### src/logic/srs_regs.svh
`ifndef SRS_REGS_SVH
`define SRS_REGS_SVH
// register byte offsets
`define SRS_CTRL_OFF 12'h000
`define SRS_CFG_OFF 12'h004
`define SRS_STAT_OFF 12'h008
`define SRS_SPNOW_OFF 12'h00C
`define SRS_PV_OFF 12'h010
`define SRS_SEGT_OFF 12'h040
// command bits in the control word (write one to act)
`define SRS_CMD_RUN 0
`define SRS_CMD_HOLD 1
`define SRS_CMD_REWIND 2
// configuration field positions
`define SRS_CFG_FIRST_LSB 0
`define SRS_CFG_LAST_LSB 4
`define SRS_CFG_RECYC_LSB 8
`define SRS_CFG_END_HOLD 15
`define SRS_CFG_FAILSAFE 16
`define SRS_CFG_REWIND_EN 17
`define SRS_CFG_PVSTART 18
`define SRS_CFG_DI_HOLD 19
// reset values
`define SRS_CFG_RESET 32'h00000B00
`define SRS_SP_RESET 16'h0000
// timing: one minute of program time, and the hold flash half period
`define SRS_MINUTE_S 60
`define SRS_CLK_HZ 125000000
// one minute of cycles needs 33 bits at this clock, so work it out in 64 bits
`define SRS_MINUTE_CYC (64'(`SRS_MINUTE_S) * 64'(`SRS_CLK_HZ))
`define SRS_FLASH_MS 500
`define SRS_FLASH_CYC (`SRS_FLASH_MS * (`SRS_CLK_HZ / 1000))
`endif

### src/logic/srs_pkg.sv
package srs_pkg;
	// program run states, one-hot
	typedef enum logic [2:0] {
		SRS_HOLD = 3'b001,
		SRS_RUN = 3'b010,
		SRS_DIS = 3'b100
	} srs_state_t;
	// display-facing view of the sequencer
	typedef struct packed {
		logic [3:0] segment;
		logic [7:0] hours;
		logic [5:0] minutes;
		logic [6:0] cycles_left;
	} srs_view_t;
endpackage

### src/logic/srs_sequencer.sv
// What this block does
// - parameters other than the process value writable only while program is not running (hold or disabled)
// - hold indication flashes while holding
// - run key starts program, shows running
// - hold key freezes setpoint and time
// - assigned contact closure forces hold while running
// - keypad requests override the contact
// - contact release resumes running
// - rewind returns to first segment
// - show segment 1-12 and time left
// - keep cycles left, 0 to 99
// - after last segment, hold or disable
// - end at last setpoint or failsafe manual
// - optional first start captures process value
// - power-up holds at program start, setpoint reset to zero
//
// Local design decisions: the address map and the APB interface to the registers.
`timescale 1ns/1ps
`default_nettype none
`include "srs_regs.svh"
module srs_sequencer #(
	parameter longint unsigned MINUTE_CYC = `SRS_MINUTE_CYC,
	parameter int unsigned FLASH_CYC = `SRS_FLASH_CYC,
	parameter int unsigned NSEG = 12
) (
	input wire logic pclk,
	input wire logic presetn,
	input wire logic psel,
	input wire logic penable,
	input wire logic pwrite,
	input wire logic [11:0] paddr,
	input wire logic [31:0] pwdata,
	output logic [31:0] prdata,
	output logic pready,
	output logic pslverr,
	input wire logic ext_hold_pin,
	output logic running_ind,
	output logic hold_ind,
	output logic manual_failsafe_end,
	output logic [15:0] working_sp,
	output srs_pkg::srs_view_t view
);
	// two-stage synchroniser on the dry contact
	logic ext_s1_reg;
	logic ext_s2_reg;
	logic ext_prev_reg;
	// program parameters
	logic [31:0] cfg_reg;
	logic [15:0] seg_time_reg [NSEG];
	logic [15:0] local_sp_reg;
	logic [15:0] pv_reg;
	logic [15:0] saved_sp_reg;
	logic started_reg;
	// sequencer state
	srs_pkg::srs_state_t state_reg;
	srs_pkg::srs_state_t state_next;
	logic [3:0] seg_reg;
	logic [15:0] left_reg;
	logic [6:0] cyc_reg;
	logic [32:0] tick_reg; // wide enough for a full minute
	logic [31:0] flash_reg;
	logic flash_reg_on;
	logic failsafe_reg;
	// apb decode
	wire acc = psel & penable;
	wire wr = acc & pwrite;
	wire hit_ctrl = paddr == `SRS_CTRL_OFF;
	wire hit_cfg = paddr == `SRS_CFG_OFF;
	wire hit_stat = paddr == `SRS_STAT_OFF;
	wire hit_sp = paddr == `SRS_SPNOW_OFF;
	wire hit_pv = paddr == `SRS_PV_OFF;
	wire hit_segt = paddr >= `SRS_SEGT_OFF && paddr < 12'(`SRS_SEGT_OFF + 4 * NSEG)
		&& paddr[1:0] == 2'h0;
	wire [3:0] segt_idx = 4'((paddr - `SRS_SEGT_OFF) >> 2);
	wire mapped = hit_ctrl | hit_cfg | hit_stat | hit_sp | hit_pv | hit_segt;
	wire holding = state_reg != srs_pkg::SRS_RUN;
	// parameter writes refused while running
	wire par_ok = holding;
	wire cmd_run = wr & hit_ctrl & pwdata[`SRS_CMD_RUN];
	wire cmd_hold = wr & hit_ctrl & pwdata[`SRS_CMD_HOLD];
	wire cmd_rew = wr & hit_ctrl & pwdata[`SRS_CMD_REWIND] & cfg_reg[`SRS_CFG_REWIND_EN];
	// refusal seen in setup so pslverr lines up with pready
	wire bad_wr_setup = pwrite & (hit_cfg | hit_segt | hit_sp) & ~par_ok;
	// configuration fields
	wire [3:0] first_segment = cfg_reg[`SRS_CFG_FIRST_LSB +: 4];
	wire [3:0] last_segment = cfg_reg[`SRS_CFG_LAST_LSB +: 4];
	wire [6:0] recycle_count = cfg_reg[`SRS_CFG_RECYC_LSB +: 7];
	wire end_hold = cfg_reg[`SRS_CFG_END_HOLD];
	wire di_hold = cfg_reg[`SRS_CFG_DI_HOLD];
	// contact edges
	wire ext_close = ext_s2_reg & ~ext_prev_reg & di_hold;
	wire ext_open = ~ext_s2_reg & ext_prev_reg & di_hold;
	// minute tick only while running
	wire minute = state_reg == srs_pkg::SRS_RUN && tick_reg == 33'(MINUTE_CYC - 1);
	wire seg_done = minute && left_reg <= 16'h0001;
	wire last_done = seg_done && seg_reg == last_segment && cyc_reg == 7'h00;
	wire [15:0] first_time = seg_time_reg[first_segment - 4'h1];
	// next state; keypad checked first so it wins over the contact
	always_comb begin
		state_next = state_reg;
		if (cmd_hold && state_reg == srs_pkg::SRS_RUN) begin
			state_next = srs_pkg::SRS_HOLD;
		end else if (cmd_run && state_reg == srs_pkg::SRS_HOLD) begin
			state_next = srs_pkg::SRS_RUN;
		end else if (cmd_run || cmd_hold) begin
			state_next = state_reg;
		end else if (last_done) begin
			state_next = end_hold ? srs_pkg::SRS_HOLD : srs_pkg::SRS_DIS;
		end else if (ext_close && state_reg == srs_pkg::SRS_RUN) begin
			state_next = srs_pkg::SRS_HOLD;
		end else if (ext_open && state_reg == srs_pkg::SRS_HOLD) begin
			state_next = srs_pkg::SRS_RUN;
		end
	end
	// contact synchroniser
	always_ff @(posedge pclk or negedge presetn) begin
		if (!presetn) begin
			ext_s1_reg <= 1'b0;
			ext_s2_reg <= 1'b0;
			ext_prev_reg <= 1'b0;
		end else begin
			ext_s1_reg <= ext_hold_pin;
			ext_s2_reg <= ext_s1_reg;
			ext_prev_reg <= ext_s2_reg;
		end
	end
	// configuration and process value writes
	always_ff @(posedge pclk or negedge presetn) begin
		if (!presetn) begin
			cfg_reg <= `SRS_CFG_RESET;
			pv_reg <= `SRS_SP_RESET;
		end else begin
			if (wr && hit_cfg && par_ok) begin
				cfg_reg <= pwdata;
			end
			if (wr && hit_pv) begin
				pv_reg <= pwdata[15:0];
			end
		end
	end
	// segment times table, minutes per segment
	always_ff @(posedge pclk) begin
		if (wr && hit_segt && par_ok) begin
			seg_time_reg[segt_idx] <= pwdata[15:0];
		end
	end
	// state register; reset lands in hold at program start
	always_ff @(posedge pclk or negedge presetn) begin
		if (!presetn) begin
			state_reg <= srs_pkg::SRS_HOLD;
		end else begin
			state_reg <= state_next;
		end
	end
	// minute prescaler, cleared while not running
	always_ff @(posedge pclk or negedge presetn) begin
		if (!presetn) begin
			tick_reg <= 33'h000000000;
		end else if (state_reg != srs_pkg::SRS_RUN || minute || cmd_rew) begin
			tick_reg <= 33'h000000000;
		end else begin
			tick_reg <= tick_reg + 33'h000000001;
		end
	end
	// segment, time left and cycles left
	always_ff @(posedge pclk or negedge presetn) begin
		if (!presetn) begin
			seg_reg <= 4'h1;
			left_reg <= 16'h0000;
			cyc_reg <= 7'h00;
			started_reg <= 1'b0;
		end else if (cmd_rew || (!started_reg && state_next == srs_pkg::SRS_RUN)) begin
			seg_reg <= first_segment;
			left_reg <= first_time;
			cyc_reg <= recycle_count > 7'd99 ? 7'd99 : recycle_count;
			started_reg <= !cmd_rew;
		end else if (seg_done && !last_done) begin
			if (seg_reg == last_segment) begin
				seg_reg <= first_segment;
				left_reg <= first_time;
				cyc_reg <= cyc_reg - 7'h01;
			end else begin
				seg_reg <= seg_reg + 4'h1;
				left_reg <= seg_time_reg[seg_reg];
			end
		end else if (last_done) begin
			left_reg <= 16'h0000;
			started_reg <= 1'b0;
		end else if (minute) begin
			left_reg <= left_reg - 16'h0001;
		end
	end
	// working setpoint: held when not running, captured on first start
	always_ff @(posedge pclk or negedge presetn) begin
		if (!presetn) begin
			local_sp_reg <= `SRS_SP_RESET;
			saved_sp_reg <= `SRS_SP_RESET;
			failsafe_reg <= 1'b0;
		end else begin
			if (wr && hit_sp && par_ok) begin
				local_sp_reg <= pwdata[15:0];
				saved_sp_reg <= pwdata[15:0];
			end else if (!started_reg && state_next == srs_pkg::SRS_RUN) begin
				saved_sp_reg <= local_sp_reg;
				if (cfg_reg[`SRS_CFG_PVSTART]) begin
					local_sp_reg <= pv_reg;
				end
			end else if (cmd_rew) begin
				local_sp_reg <= saved_sp_reg;
			end
			if (last_done) begin
				failsafe_reg <= cfg_reg[`SRS_CFG_FAILSAFE];
			end else if (state_next == srs_pkg::SRS_RUN) begin
				failsafe_reg <= 1'b0;
			end
		end
	end
	// hold flash timer
	always_ff @(posedge pclk or negedge presetn) begin
		if (!presetn) begin
			flash_reg <= 32'h00000000;
			flash_reg_on <= 1'b0;
		end else if (state_reg != srs_pkg::SRS_HOLD) begin
			flash_reg <= 32'h00000000;
			flash_reg_on <= 1'b0;
		end else if (flash_reg == 32'(FLASH_CYC - 1)) begin
			flash_reg <= 32'h00000000;
			flash_reg_on <= ~flash_reg_on;
		end else begin
			flash_reg <= flash_reg + 32'h00000001;
		end
	end
	// display outputs, all registered
	always_ff @(posedge pclk or negedge presetn) begin
		if (!presetn) begin
			running_ind <= 1'b0;
			hold_ind <= 1'b0;
			manual_failsafe_end <= 1'b0;
			working_sp <= `SRS_SP_RESET;
			view <= '0;
		end else begin
			running_ind <= state_reg == srs_pkg::SRS_RUN;
			hold_ind <= flash_reg_on;
			manual_failsafe_end <= failsafe_reg;
			working_sp <= local_sp_reg;
			view.segment <= seg_reg;
			view.hours <= 8'(left_reg / 16'd60);
			view.minutes <= 6'(left_reg % 16'd60);
			view.cycles_left <= cyc_reg;
		end
	end
	// apb read data and answer
	always_ff @(posedge pclk or negedge presetn) begin
		if (!presetn) begin
			prdata <= 32'h00000000;
			pready <= 1'b0;
			pslverr <= 1'b0;
		end else begin
			pready <= psel & ~penable;
			pslverr <= psel & ~penable & (~mapped | bad_wr_setup);
			if (hit_cfg) prdata <= cfg_reg;
			else if (hit_stat) prdata <= {22'h0, cyc_reg, state_reg};
			else if (hit_sp) prdata <= {16'h0, local_sp_reg};
			else if (hit_pv) prdata <= {16'h0, pv_reg};
			else if (hit_segt) prdata <= {16'h0, seg_time_reg[segt_idx]};
			else prdata <= 32'h00000000;
		end
	end
endmodule // srs_sequencer
`default_nettype wire
### config.mk
export PLATFORM = sky130hd
export DESIGN_NAME = srs_sequencer
export DESIGN_NICKNAME = d
export VERILOG_FILES = /design/src/logic/srs_pkg.sv /design/src/logic/srs_sequencer.sv
export VERILOG_INCLUDE_DIRS = /design/src /design/src/logic
export SDC_FILE = /design/constraint.sdc
export NUM_CORES = 1
export LEC_CHECK = 0
export BUFFER_PORTS_ARGS = -buffer_cell sky130_fd_sc_hd__buf_2
export CAP_MARGIN = 25
export CORE_UTILIZATION = 39
export CTS_BUF_LIST = sky130_fd_sc_hd__clkbuf_4 sky130_fd_sc_hd__clkbuf_8 sky130_fd_sc_hd__clkbuf_16
export DETAILED_ROUTE_END_ITERATION = 10
export PLACE_DENSITY_LB_ADDON = 0.15
export SLEW_MARGIN = 20
export SYNTH_ARGS = -nofsm -noshare
export SYNTH_HDL_FRONTEND = slang
export SYNTH_SLANG_ARGS = --single-unit
### constraint.sdc
create_clock -name pclk -period 4 [get_ports pclk]
set_input_delay 0.4 -clock pclk [delete_from_list [all_inputs] [get_ports pclk]]
set_output_delay 0.4 -clock pclk [all_outputs]
set_load 0.02 [all_outputs]
# [Yosys cells after proc, flatten, opt, wreduce, memory -nomap -nowiden]
# Memories as Yosys holds them, arrays and structs flattened.
# Cells that the tools add are included.
[op_classes] n_lt_le_gt_ge=4 multipliers=0 shift=0 bitwise_logic=29 muxes=42 div=2 eq_ne=14 reduce_logical=40 add_sub_neg=7
[op_table] op="16-bit 2-to-1 mux" n=15
[op_table] op="32-bit 2-to-1 mux" n=3
[op_table] op="33-bit by 1-bit adder with 33-bit output, second input constant" n=1
[op_table] op="33-bit equality test, second input constant" n=1
[op_table] op="33-bit 2-to-1 mux" n=1
[op_table] op="32-bit by 1-bit adder with 32-bit output, second input constant" n=1
[op_table] op="32-bit by 26-bit equality test with 1-bit output, second input constant" n=1
[op_table] op="7-bit 2-to-1 mux" n=4
[op_table] op="12-bit by 4-bit equality test with 1-bit output, second input constant" n=2
[op_table] op="3-bit 2-to-1 mux" n=7
[op_table] op="1-bit logical AND" n=19
[op_table] op="16-bit by 6-bit divider with 16-bit output, second input constant" n=1
[op_table] op="16-bit by 1-bit <= comparator with 1-bit output, second input constant" n=1
[op_table] op="16-bit by 6-bit modulo with 16-bit output, second input constant" n=1
[op_table] op="16-bit by 1-bit subtractor with 16-bit output, second input constant" n=1
[op_table] op="1-bit AND" n=15
[op_table] op="12-bit by 3-bit equality test with 1-bit output, second input constant" n=1
[op_table] op="12-bit by 5-bit equality test with 1-bit output, second input constant" n=1
[op_table] op="12-bit by 7-bit >= comparator with 1-bit output, second input constant" n=1
[op_table] op="12-bit zero test" n=1
[op_table] op="12-bit by 7-bit < comparator with 1-bit output, second input constant" n=1
[op_table] op="4-bit 2-to-1 mux" n=3
[op_table] op="2-bit nonzero test" n=6
[op_table] op="1-bit 2-to-1 mux" n=9
[op_table] op="other kinds (20)" n=41
[totals] mem_bits_ro=0 output_inout_bits=78 latch_bits=0 reg_bits=259 ram_bits=192 elab_cells=166 mem_count=1
[memory_table] name="seg_time_reg" depth=12 word_bits=16 read_ports=3 rd_ports_with_merged_regs=0 write_ports=1 line_no="srs_sequencer.sv:49" source="logic [15:0] seg_time_reg [NSEG];"

# [Logic depth before layout (Yosys ltp)]
# Gate-level depths: netlist of run 1.
[logic_depth] word_depth=15 ltp_mapped=19 ltp_nobuf=16

# [Worst setup path before layout of run 1]
# Ideal clock, no wire load.
[synth_path] path_type="register to register" start="register left_reg[10]" end="register view[11] (netlist name)" required_time_ns=3.874 stages_incl_launch_ff=18 setup_slack_ns=-0.201 t_arrival_ns=4.075 period_less_slack_ns=4.201 n_path_buf=2 path_cell_list="dfrtp_1 buf_6 or3b_1 nand2_1 a31o_4 a2bb2oi_1 or3_1 and4_4 buf_6 or4_1 and3_4 o211a_4 mux2_4 nand3b_4 a21oi_2 mux2i_1 nor2_1 o32a_1"
[synth_via] elab_chain_len=1
[synth_lines] element="from (decl)" line_no="srs_sequencer.sv:58" source="logic [15:0] left_reg;"
[synth_lines] element="from (signal assigned)" line_no="srs_sequencer.sv:174" source="left_reg <= first_time;"
[synth_lines] element="from (signal assigned)" line_no="srs_sequencer.sv:180" source="left_reg <= first_time;"
[synth_lines] element="from (signal assigned)" line_no="srs_sequencer.sv:184" source="left_reg <= seg_time_reg[seg_reg];"
[synth_lines] element="16-bit by 6-bit modulo with 16-bit output" line_no="srs_sequencer.sv:248" source="view.minutes <= 6'(left_reg % 16'd60);"
[synth_lines] element="to (decl)" line_no="srs_sequencer.sv:41" source="output srs_pkg::srs_view_t view"
# No other way between the ends.
# A chain may end at the register's enable or synchronous reset.

# [Worst setup path in the final report of run 1]
[layout_path] start="register left_reg[15]" end="register view[9] (netlist name)"
# Same word-level chain as after synthesis.

==> qor.csv, run 1 <==
metric;value;unit
Avg WL per Cell;22.8;um
total of warnings raised by yosys;0;
clock share of power;48.1;%
Netlist cell types;97;
post-route minimum period;4190;ps
Area Growth Syn to Fin;20.3;%
largest net degree at the start of global routing;106;
Die X;246;um
sequential fraction of the synthesis area;53.0;%
Peak VDD IR;381;uV
post-synthesis net count;1898;
Vias;16457;
fin worst setup slack;-187;ps
Initial DRC Count;1401;
Num CTS Buffers;51;
fin cells;2887;
part of the cycle the worst path needs;105;%
Syn Inst Count;1840;
final setup fails;5;
Hold Crit Class;input port to flop;
post-route ant nets;0;
sequential fraction of design power;48.9;%
DIE HEIGHT;246;um
drt total wl;65900;um
H-tree levels;2;
prevailing post-synth register cell;dfrtp_1;
vias in the first global route;16646;
P_int;7.76;mW
final-report max-slew violation count;0;
DIE AREA;0.0603;mm2
Hold WS;32.8;ps
deepest clock path buffer count;3;
Multi-input gate area;0.0106;mm2
Worst-Skew Late Latency;610;ps
clk slew on worst S/H paths;60;ps
vias per cell;5.70;
1st-pass router iterations;7;
Worst Path Arrival;4670;ps
register area;0.0123;mm2
port buffer count;127;
number of flip-flops in the largest register;192;
outcome;complete, but fails checks;
# fillers;5172;
GPL Wtd Cong;0.823;
Core Area;0.0581;mm2
number of synthesized flops with an enable pin;192;
initial core utilization;39.8;%
RSZ-0062 raised after global routing;yes;
total congestion overflow;0;
flops & latches, synth;451;
first-pass GRT wire length;101000;um
fraction of registers with async set/reset;57.4;%
CTS Sinks;451;
Max transition margin;49.2;%
Post-Syn Area per Cell;12.6;um2
Crit Path Category;flop to flop;
net switching power;2.14;mW
root buf cell;clkbuf_16;
Sw Share;21.6;%
failing checks;negative setup slack;
Nets;2140;
GR Util All Layers;22.0;%
maximum fanout along the worst path;6;
max-cap viol count;0;
FP Rows;88;
antenna violations before repair;3;
endpoints failing hold;0;
PD cells;356;mW/mm2
crit end category;flop;
dpl cells;2776;
DRC violations left;0;
worst slew pin tran;753;ps
CTS tree;done;
Worst Skew;28.0;ps
FMAX;239;MHz
share of layout cells above drive strength 1;32.4;%
P_leak;11.0;nW
Mapped Area;0.0231;mm2
Worst Path Required;4480;ps
Gate power share;3.0;%
diodes inserted;0;
post-detail-place hpwl;43800;um
Top Ports;128;
Worst setup SP type;flop;
## cells in the final DEF (no fill, tap or decap), drive strengths merged, types with 25 or more instances in the layout
master and n:
a21oi 123, nand2 142, nand3 46, clkbuf 70, xor2 41, edfxtp 192
mux2 64, mux4 144, and2 26, nor2 189, o21ai 92, xnor2 44
and3 25, nor3 36, dfrtp 254, buf 301, inv 27, mux2i 62
## path summary, 6_finish.rpt
kind                              start          end  slack, ps  depth (start not counted)
max in group asynchronous       presetn    prdata[7]       2550                          3
setup reg to reg           left_reg[15]      view[9]       -190                         19
min in group asynchronous       presetn   prdata[22]        400                          2
hold reg to reg              ext_s1_reg   ext_s2_reg        360                          0
setup / recovery           left_reg[15]      view[9]       -190                         19
hold / removal               pwdata[24]  cfg_reg[24]         30                          2
## cells in the mapped netlist, types with 6 or more instances
master / n / share of area, %
a21oi_1: 121 / 2.6
a221o_1: 17 / 0.74
a222oi_1: 6 / 0.26
and2_1: 25 / 0.68
and3_1: 23 / 0.62
buf_1: 19 / 0.31
buf_2: 10 / 0.22
buf_6: 7 / 0.34
clkbuf_1: 79 / 1.3
dfrtp_1: 254 / 27
edfxtp_1: 192 / 25
ha_1: 8 / 0.43
inv_1: 26 / 0.42
mux2_2: 62 / 3.0
mux2i_1: 61 / 2.6
mux4_2: 144 / 14
nand2_1: 142 / 2.3
nand2b_1: 9 / 0.24
nand3_1: 45 / 0.97
nand4_1: 12 / 0.32
nor2_1: 188 / 3.0
nor3_1: 34 / 0.74
nor4_1: 11 / 0.30
nor4b_1: 9 / 0.34
o211ai_1: 11 / 0.36
o21ai_0: 83 / 1.8
o21ai_1: 7 / 0.15
o221ai_1: 10 / 0.38
o22ai_1: 19 / 0.51
or3_1: 12 / 0.32
xnor2_1: 44 / 1.7
xor2_1: 41 / 1.6
## worst max-delay path, stage by stage, from the launching register on
cell and delay [ps]:
dfrtp_2 430, buf_12 140, buf_4 130, nor2_1 110, o21ba_1 170, a2bb2oi_2 140
o31ai_4 370, nor4b_2 90, a2111o_1 420, nor4_4 280, mux2_4 250, buf_6 100
a211oi_2 40, o211a_1 240, or4_4 530, nand2_2 110, mux2i_4 70, buf_4 140
a21o_4 190, xnor2_1 110
## power groups by stage
stage | clock network [mW] | registers, mW | logic (mW)
CTS | 4.88 | 4.84 | 0.306
global route | 5.06 | 4.84 | 0.324
floorplan | 0 | 4.93 | 0.111
detailed placement | 0 | 4.93 | 0.303
finish | 4.76 | 4.84 | 0.298
global placement | 0 | 4.93 | 0.299
## repair_timing
item / 4_1_cts / 5_1_grt
hold endpoints to repair: 94 / 0
setup endpoints to repair: 6 / 42
buffers inserted: 12 / 2
hold buffers: 4 / 0
pin swaps: 30 / 11
resized for setup: 29 / 30
## kinds of logic after synthesis
| group | Yosys count | synth area share [%] |
|---|---|---|
| xor+xnor | 85 | 3.22 |
| mux | 270 | 19.9 |
| simple gates | 546 | 11.3 |
| fa+ha+maj | 8 | 0.433 |
| buf+inv | 144 | 2.65 |
| flops | 451 | 53.0 |
| compound gates | 336 | 9.61 |
## layer usage
| metal | vias to the layer above | share of wire, % | track usage [%] |
|---|---|---|---|
| li1 | 7444 | - | - |
| met1 | 8438 | 43 | 29.8 |
| met4 | 2 | 3.5 | 8.20 |
| met2 | 463 | 48 | 35.4 |
| met5 | - | 0.020 | 0 |
| met3 | 110 | 5.9 | 4.01 |
## metrics by stage
step                setup TNS, ps  worst slack, ps  power [mW]  cell area [um2]  utilization (%)
finish                       -735             -187        9.90            27800             47.9
global route                -1580             -352        10.2            27800             47.9
detailed placement          -1880             -419        5.23            25700             44.1
global placement            -1670             -401        5.23            25700             44.1
floorplan                    -145            -68.7        5.04            23200                -
CTS                          -816             -212        10.0            27700             47.6
## layout make-up
class	count	area share, %
well taps	765	3.44
flip-flops and latches	451	44.1
inverters	27	0.364
clock inverters	24	0.809
multi-input cells	1245	38.1
clock buffers	69	5.40
repair buffers	306	7.84
(Power assumes the default switching activity.)
==> run 2, diff against run 1 <==
--- a/config.mk
+++ b/config.mk
@@ -8,7 +8,7 @@
 export LEC_CHECK = 0
 export BUFFER_PORTS_ARGS = -buffer_cell sky130_fd_sc_hd__buf_2
 export CAP_MARGIN = 25
-export CORE_UTILIZATION = 39
+export CORE_UTILIZATION = 40
 export CTS_BUF_LIST = sky130_fd_sc_hd__clkbuf_4 sky130_fd_sc_hd__clkbuf_8 sky130_fd_sc_hd__clkbuf_16
 export DETAILED_ROUTE_END_ITERATION = 10
 export PLACE_DENSITY_LB_ADDON = 0.15
==> qor.csv, run 2 (synthesis results as in run 1) <==
metric;value;unit;change
register area;0.0123;mm2;about the same
part of the cycle the worst path needs;106;%;+0.96 points
deepest clock path buffer count;3;;unchanged
initial core utilization;40.7;%;+0.92 points
dpl ws;-455;ps;-35.9 ps
vias in the first global route;16509;;-0.82%
Multi-input gate area;0.0107;mm2;+0.45%
max-cap viol count;0;;unchanged
Worst setup SP type;flop;;
final setup fails;5;;unchanged
Nets;2121;;-0.89%
P_leak;10.9;nW;-0.65%
fin cells;2863;;-0.83%
DIE HEIGHT;243;um;-1.2%
Peak VDD IR;323;uV;-15%
GPL Wtd Cong;0.844;;+2.6%
total congestion overflow;0;;unchanged
Crit Path Category;flop to flop;;
highest-count cells in the layout ignoring fill and taps;248 x dfrtp_1, 192 x edfxtp_1, 183 x nor2_1;;
dpl cells;2739;;-1.3%
port buffer count;127;;unchanged
root buf cell;clkbuf_16;;
share of layout cells above drive strength 1;32.5;%;+0.056 points
outcome;complete, but fails checks;;
DIE AREA;0.0588;mm2;-2.5%
fin util;48.9;%;+1.0 points
1st-pass router iterations;7;;unchanged
H-tree levels;2;;unchanged
first-pass GRT wire length;101000;um;+0.32%
worst slew pin tran;935;ps;+182 ps
failing checks;negative setup slack;;
most common cell after layout, fill and taps aside;dfrtp_1;;
Num CTS Buffers;52;;+2.0%
clk slew on worst S/H paths;60;ps;about the same
Vias;16492;;+0.21%
vias per cell;5.76;;+1.1%
Worst Path Required;4470;ps;about the same
maximum fanout along the worst path;5;;-1
area post-placement;0.0254;mm2;-1.0%
design area;0.0278;mm2;-0.12%
FMAX;237;MHz;-0.90%
Initial DRC Count;1314;;-6.2%
endpoints failing hold;0;;unchanged
Worst-Skew Late Latency;630;ps;+20 ps
drt total wl;65900;um;about the same
fin worst setup slack;-225;ps;-38.2 ps
Area Growth Syn to Fin;20.1;%;
# fillers;5040;;-2.6%
GR Util All Layers;22.4;%;+0.38 points
FP Rows;87;;-1.1%
Top Ports;128;;unchanged
post-route minimum period;4230;ps;+38.2 ps
Worst Path Arrival;4690;ps;+20 ps
Worst Skew;52.6;ps;+24.6 ps
Die X;243;um;-1.2%
crit end category;flop;;
Core Area;0.0568;mm2;-2.3%
CTS tree;done;;
post-detail-place hpwl;42300;um;-3.3%
PD cells;363;mW/mm2;+2.1%
post-route ant nets;0;;unchanged
DRC violations left;0;;unchanged
antenna violations before repair;3;;unchanged
RSZ-0062 raised after global routing;yes;;
Max transition margin;37.7;%;-12 points
Hold Crit Class;input port to flop;;
Avg WL per Cell;23.0;um;+0.88%
largest net degree at the start of global routing;117;;+10%
Final Power;10.1;mW;+2.0%
post-route setup TNS;-824;ps;-88.9 ps
Hold WS;32.3;ps;-0.476 ps
CTS Sinks;451;;unchanged
final-report max-slew violation count;0;;unchanged
number of flip-flops in the largest register;192;;unchanged
[run 2: final cells by class]
cell class	instances	share of cell area (%)
well taps	756	3.40
multi-input cells	1245	38.3
clock buffers	73	5.53
inverters	27	0.365
diodes	1	0.00900
flip-flops and latches	451	44.1
clock inverters	24	1.06
repair buffers	286	7.21
[run 2: repair_timing]
action                                  CTS  global route
pin swaps                                 3            19
resized for setup                        28            46
setup buffers                            12             9
endpoints found under the setup margin    6            22
hold endpoints to repair                114             0
hold buffers                              5             0
[run 2: metal layers]
metal | GRT usage [%] | vias up | routed length, um
met2 | 36.1 | 508 | 31200
li1 | - | 7438 | -
met3 | 3.77 | 106 | 3820
met1 | 31.2 | 8436 | 29100
met5 | 0 | - | 26
met4 | 6.29 | 4 | 1720
[run 2: critical path, cell delays in order (launching register included)]
cell	delay, ps
dfrtp_2	470
buf_6	150
a21o_1	160
a211o_4	360
and2_4	170
a21o_1	170
a21oi_1	230
a2111oi_4	100
or4_4	550
and3_4	200
o211a_4	230
mux2_4	300
nand3b_4	170
a21oi_2	150
mux2i_2	320
nor2_1	80
o32a_1	280
[run 2: path summary, 6_finish.rpt]
path,depth (start not counted),end,slack [ps],startpoint
max,16,view[11],-230,left_reg[10]
min reg2reg,0,ext_s2_reg,350,ext_s1_reg
min in group asynchronous,2,prdata[30],440,presetn
max in group asynchronous,3,left_reg[11],2520,presetn
min,2,cfg_reg[21],30,pwdata[21]
max reg2reg,16,view[11],-230,left_reg[10]
[run 2: report_power, final]
group | internal [mW] | switching [mW] | leakage [nW]
clock network | 3.02 | 1.95 | 0.921
logic | 0.0952 | 0.199 | 4.82
registers | 4.84 | 0.00261 | 5.19
==> run 3, diff against run 2 <==
--- a/config.mk
+++ b/config.mk
@@ -11,6 +11,7 @@
 export CORE_UTILIZATION = 40
 export CTS_BUF_LIST = sky130_fd_sc_hd__clkbuf_4 sky130_fd_sc_hd__clkbuf_8 sky130_fd_sc_hd__clkbuf_16
 export DETAILED_ROUTE_END_ITERATION = 10
+export MAX_ROUTING_LAYER = met4
 export PLACE_DENSITY_LB_ADDON = 0.15
 export SLEW_MARGIN = 20
 export SYNTH_ARGS = -nofsm -noshare
==> qor.csv, run 3 (synthesis results as in run 1) <==
metric;value;unit;change
outcome;complete, but fails checks;;
failing checks;negative setup slack;;
WL met2;31200;um;about the same
part of the cycle the worst path needs;106;%;about the same
DIE AREA;0.0588;mm2;unchanged
max-cap viol count;0;;unchanged
antenna violations before repair;3;;unchanged
vias in the first global route;16601;;+0.56%
fin worst setup slack;-229;ps;-3.40 ps
share of layout cells above drive strength 1;32.2;%;-0.31 points
GR Util All Layers;23.0;%;+0.54 points
M1 WL;28900;um;-0.71%
post-route minimum period;4230;ps;+3.40 ps
Area Growth Syn to Fin;19.3;%;
Max transition margin;36.4;%;-1.2 points
post-detail-place hpwl;42800;um;+1.1%
port buffer count;127;;unchanged
final-report max-slew violation count;0;;unchanged
maximum fanout along the worst path;16;;+11
design area;0.0276;mm2;-0.69%
worst slew pin tran;951;ps;+15.9 ps
largest net degree at the start of global routing;114;;-2.6%
dpl cells;2743;;+0.15%
Final Power;9.86;mW;-2.4%
Worst setup SP type;flop;;
initial core utilization;40.7;%;unchanged
total congestion overflow;0;;unchanged
Largest stage delay, worst path;430;ps;-120 ps
H-tree levels;2;;unchanged
post-route ant nets;0;;unchanged
Hold Crit Class;input port to flop;;
number of flip-flops in the largest register;192;;unchanged
met3 wire len;3640;um;-4.7%
most common cell after layout, fill and taps aside;dfrtp_1;;
Slowest cell on crit path;or4_4;;
FP Rows;87;;unchanged
Initial DRC Count;1404;;+6.8%
final setup fails;5;;unchanged
PD cells;357;mW/mm2;-1.7%
endpoints failing hold;0;;unchanged
vias per cell;5.75;;-0.15%
DIE HEIGHT;243;um;unchanged
Crit Path Category;flop to flop;;
drt total wl;65500;um;-0.54%
Num CTS Buffers;51;;-1.9%
crit end category;flop;;
FMAX;236;MHz;about the same
P_leak;10.8;nW;-0.72%
1st-pass router iterations;8;;+1
Top Ports;128;;unchanged
Vias;16410;;-0.50%
fin cells;2853;;-0.35%
Die X;243;um;unchanged
area post-placement;0.0254;mm2;+0.12%
deepest clock path buffer count;3;;unchanged
Worst Skew;32.0;ps;-20.6 ps
highest-count cells in the layout ignoring fill and taps;247 x dfrtp_1, 192 x edfxtp_1, 185 x nor2_1;;
first-pass GRT wire length;100000;um;-0.64%
DRC violations left;0;;unchanged
Peak VDD IR;314;uV;-2.7%
root buf cell;clkbuf_16;;
Worst Path Arrival;4730;ps;+40 ps
Core Area;0.0568;mm2;unchanged
Nets;2114;;-0.33%
CP cell instances;buf_12, o311ai_4, o211a_4, nor2_4, o31ai_4, buf_6, nor2_2, and4_4, or4_4, and3_4, o211a_4, mux2_4, nand3b_4, buf_6, a21o_4, a211oi_4, a21o_4, xnor2_2;;
Worst Path Required;4500;ps;+30 ps
RSZ-0062 raised after global routing;yes;;
clk slew on worst S/H paths;60;ps;about the same
CTS Sinks;451;;unchanged
Worst-Skew Late Latency;600;ps;-30 ps
CTS tree;done;;
Avg WL per Cell;23.0;um;-0.19%
top sig layer;met4;;
GPL Wtd Cong;0.860;;+1.9%
## run 3: layer usage
metal	vias to the layer above	global-route usage, %
met5	-	-
met4	0	7.02
met3	102	3.58
met2	466	35.9
met1	8445	30.9
li1	7397	-
## run 3: layout make-up
type,count,area [um2]
fill,5053,29200
sequential,451,12300
multi-input combinational,1245,10600
timing repair buffer,280,1940
clock buffer,69,1470
tap,756,946
clock inverter,23,246
inverter,27,101
antenna,2,5.00
## run 3: metrics by stage
step           TNS [ps]  hold WS (ps)  setup WS (ps)  util [%]
2_1_floorplan      -145           104          -68.7         -
3_3_place_gp      -1710           336           -368      44.8
3_5_place_dp      -2060           339           -452      44.8
4_1_cts            -919          15.2           -221      48.3
5_1_grt           -1900          31.6           -404      48.6
6_report           -975          49.8           -229      48.6
## run 3: critical path: cells and delay by family (launching register included)
family	cells	cell delay, ps
AND/OR/NAND/NOR	6	1060
multiplexers	1	300
XOR/XNOR	1	100
flip-flops	1	410
AO/OA/AOI/OAI	7	1800
buffers and inverters	3	470
## run 3: power by group
group          internal (mW)  switching (mW)  total [mW]
sequential              4.84         0.00262        4.84
clock                   2.84            1.89        4.73
combinational         0.0933           0.197       0.290
## run 3: final timing paths
kind,endpoint,from,cells past startpoint,slack (ps)
worst min register to register,ext_s2_reg,ext_s1_reg,0,350
worst max-delay path,view[9],left_reg[14],18,-230
min in group asynchronous,cfg_reg[25],presetn,2,490
max in group asynchronous,tick_reg[13],presetn,3,2490
worst max register to register,view[9],left_reg[14],18,-230
worst min-delay path,cfg_reg[16],pwdata[16],3,50
## run 3: timing repair
action                                  4_1_cts  5_1_grt
hold buffers                                  3        0
pin swaps                                    28       12
resized for setup                            39       27
endpoints found under the hold margin       109        0
setup buffers                                11        2
endpoints found under the setup margin        6       45
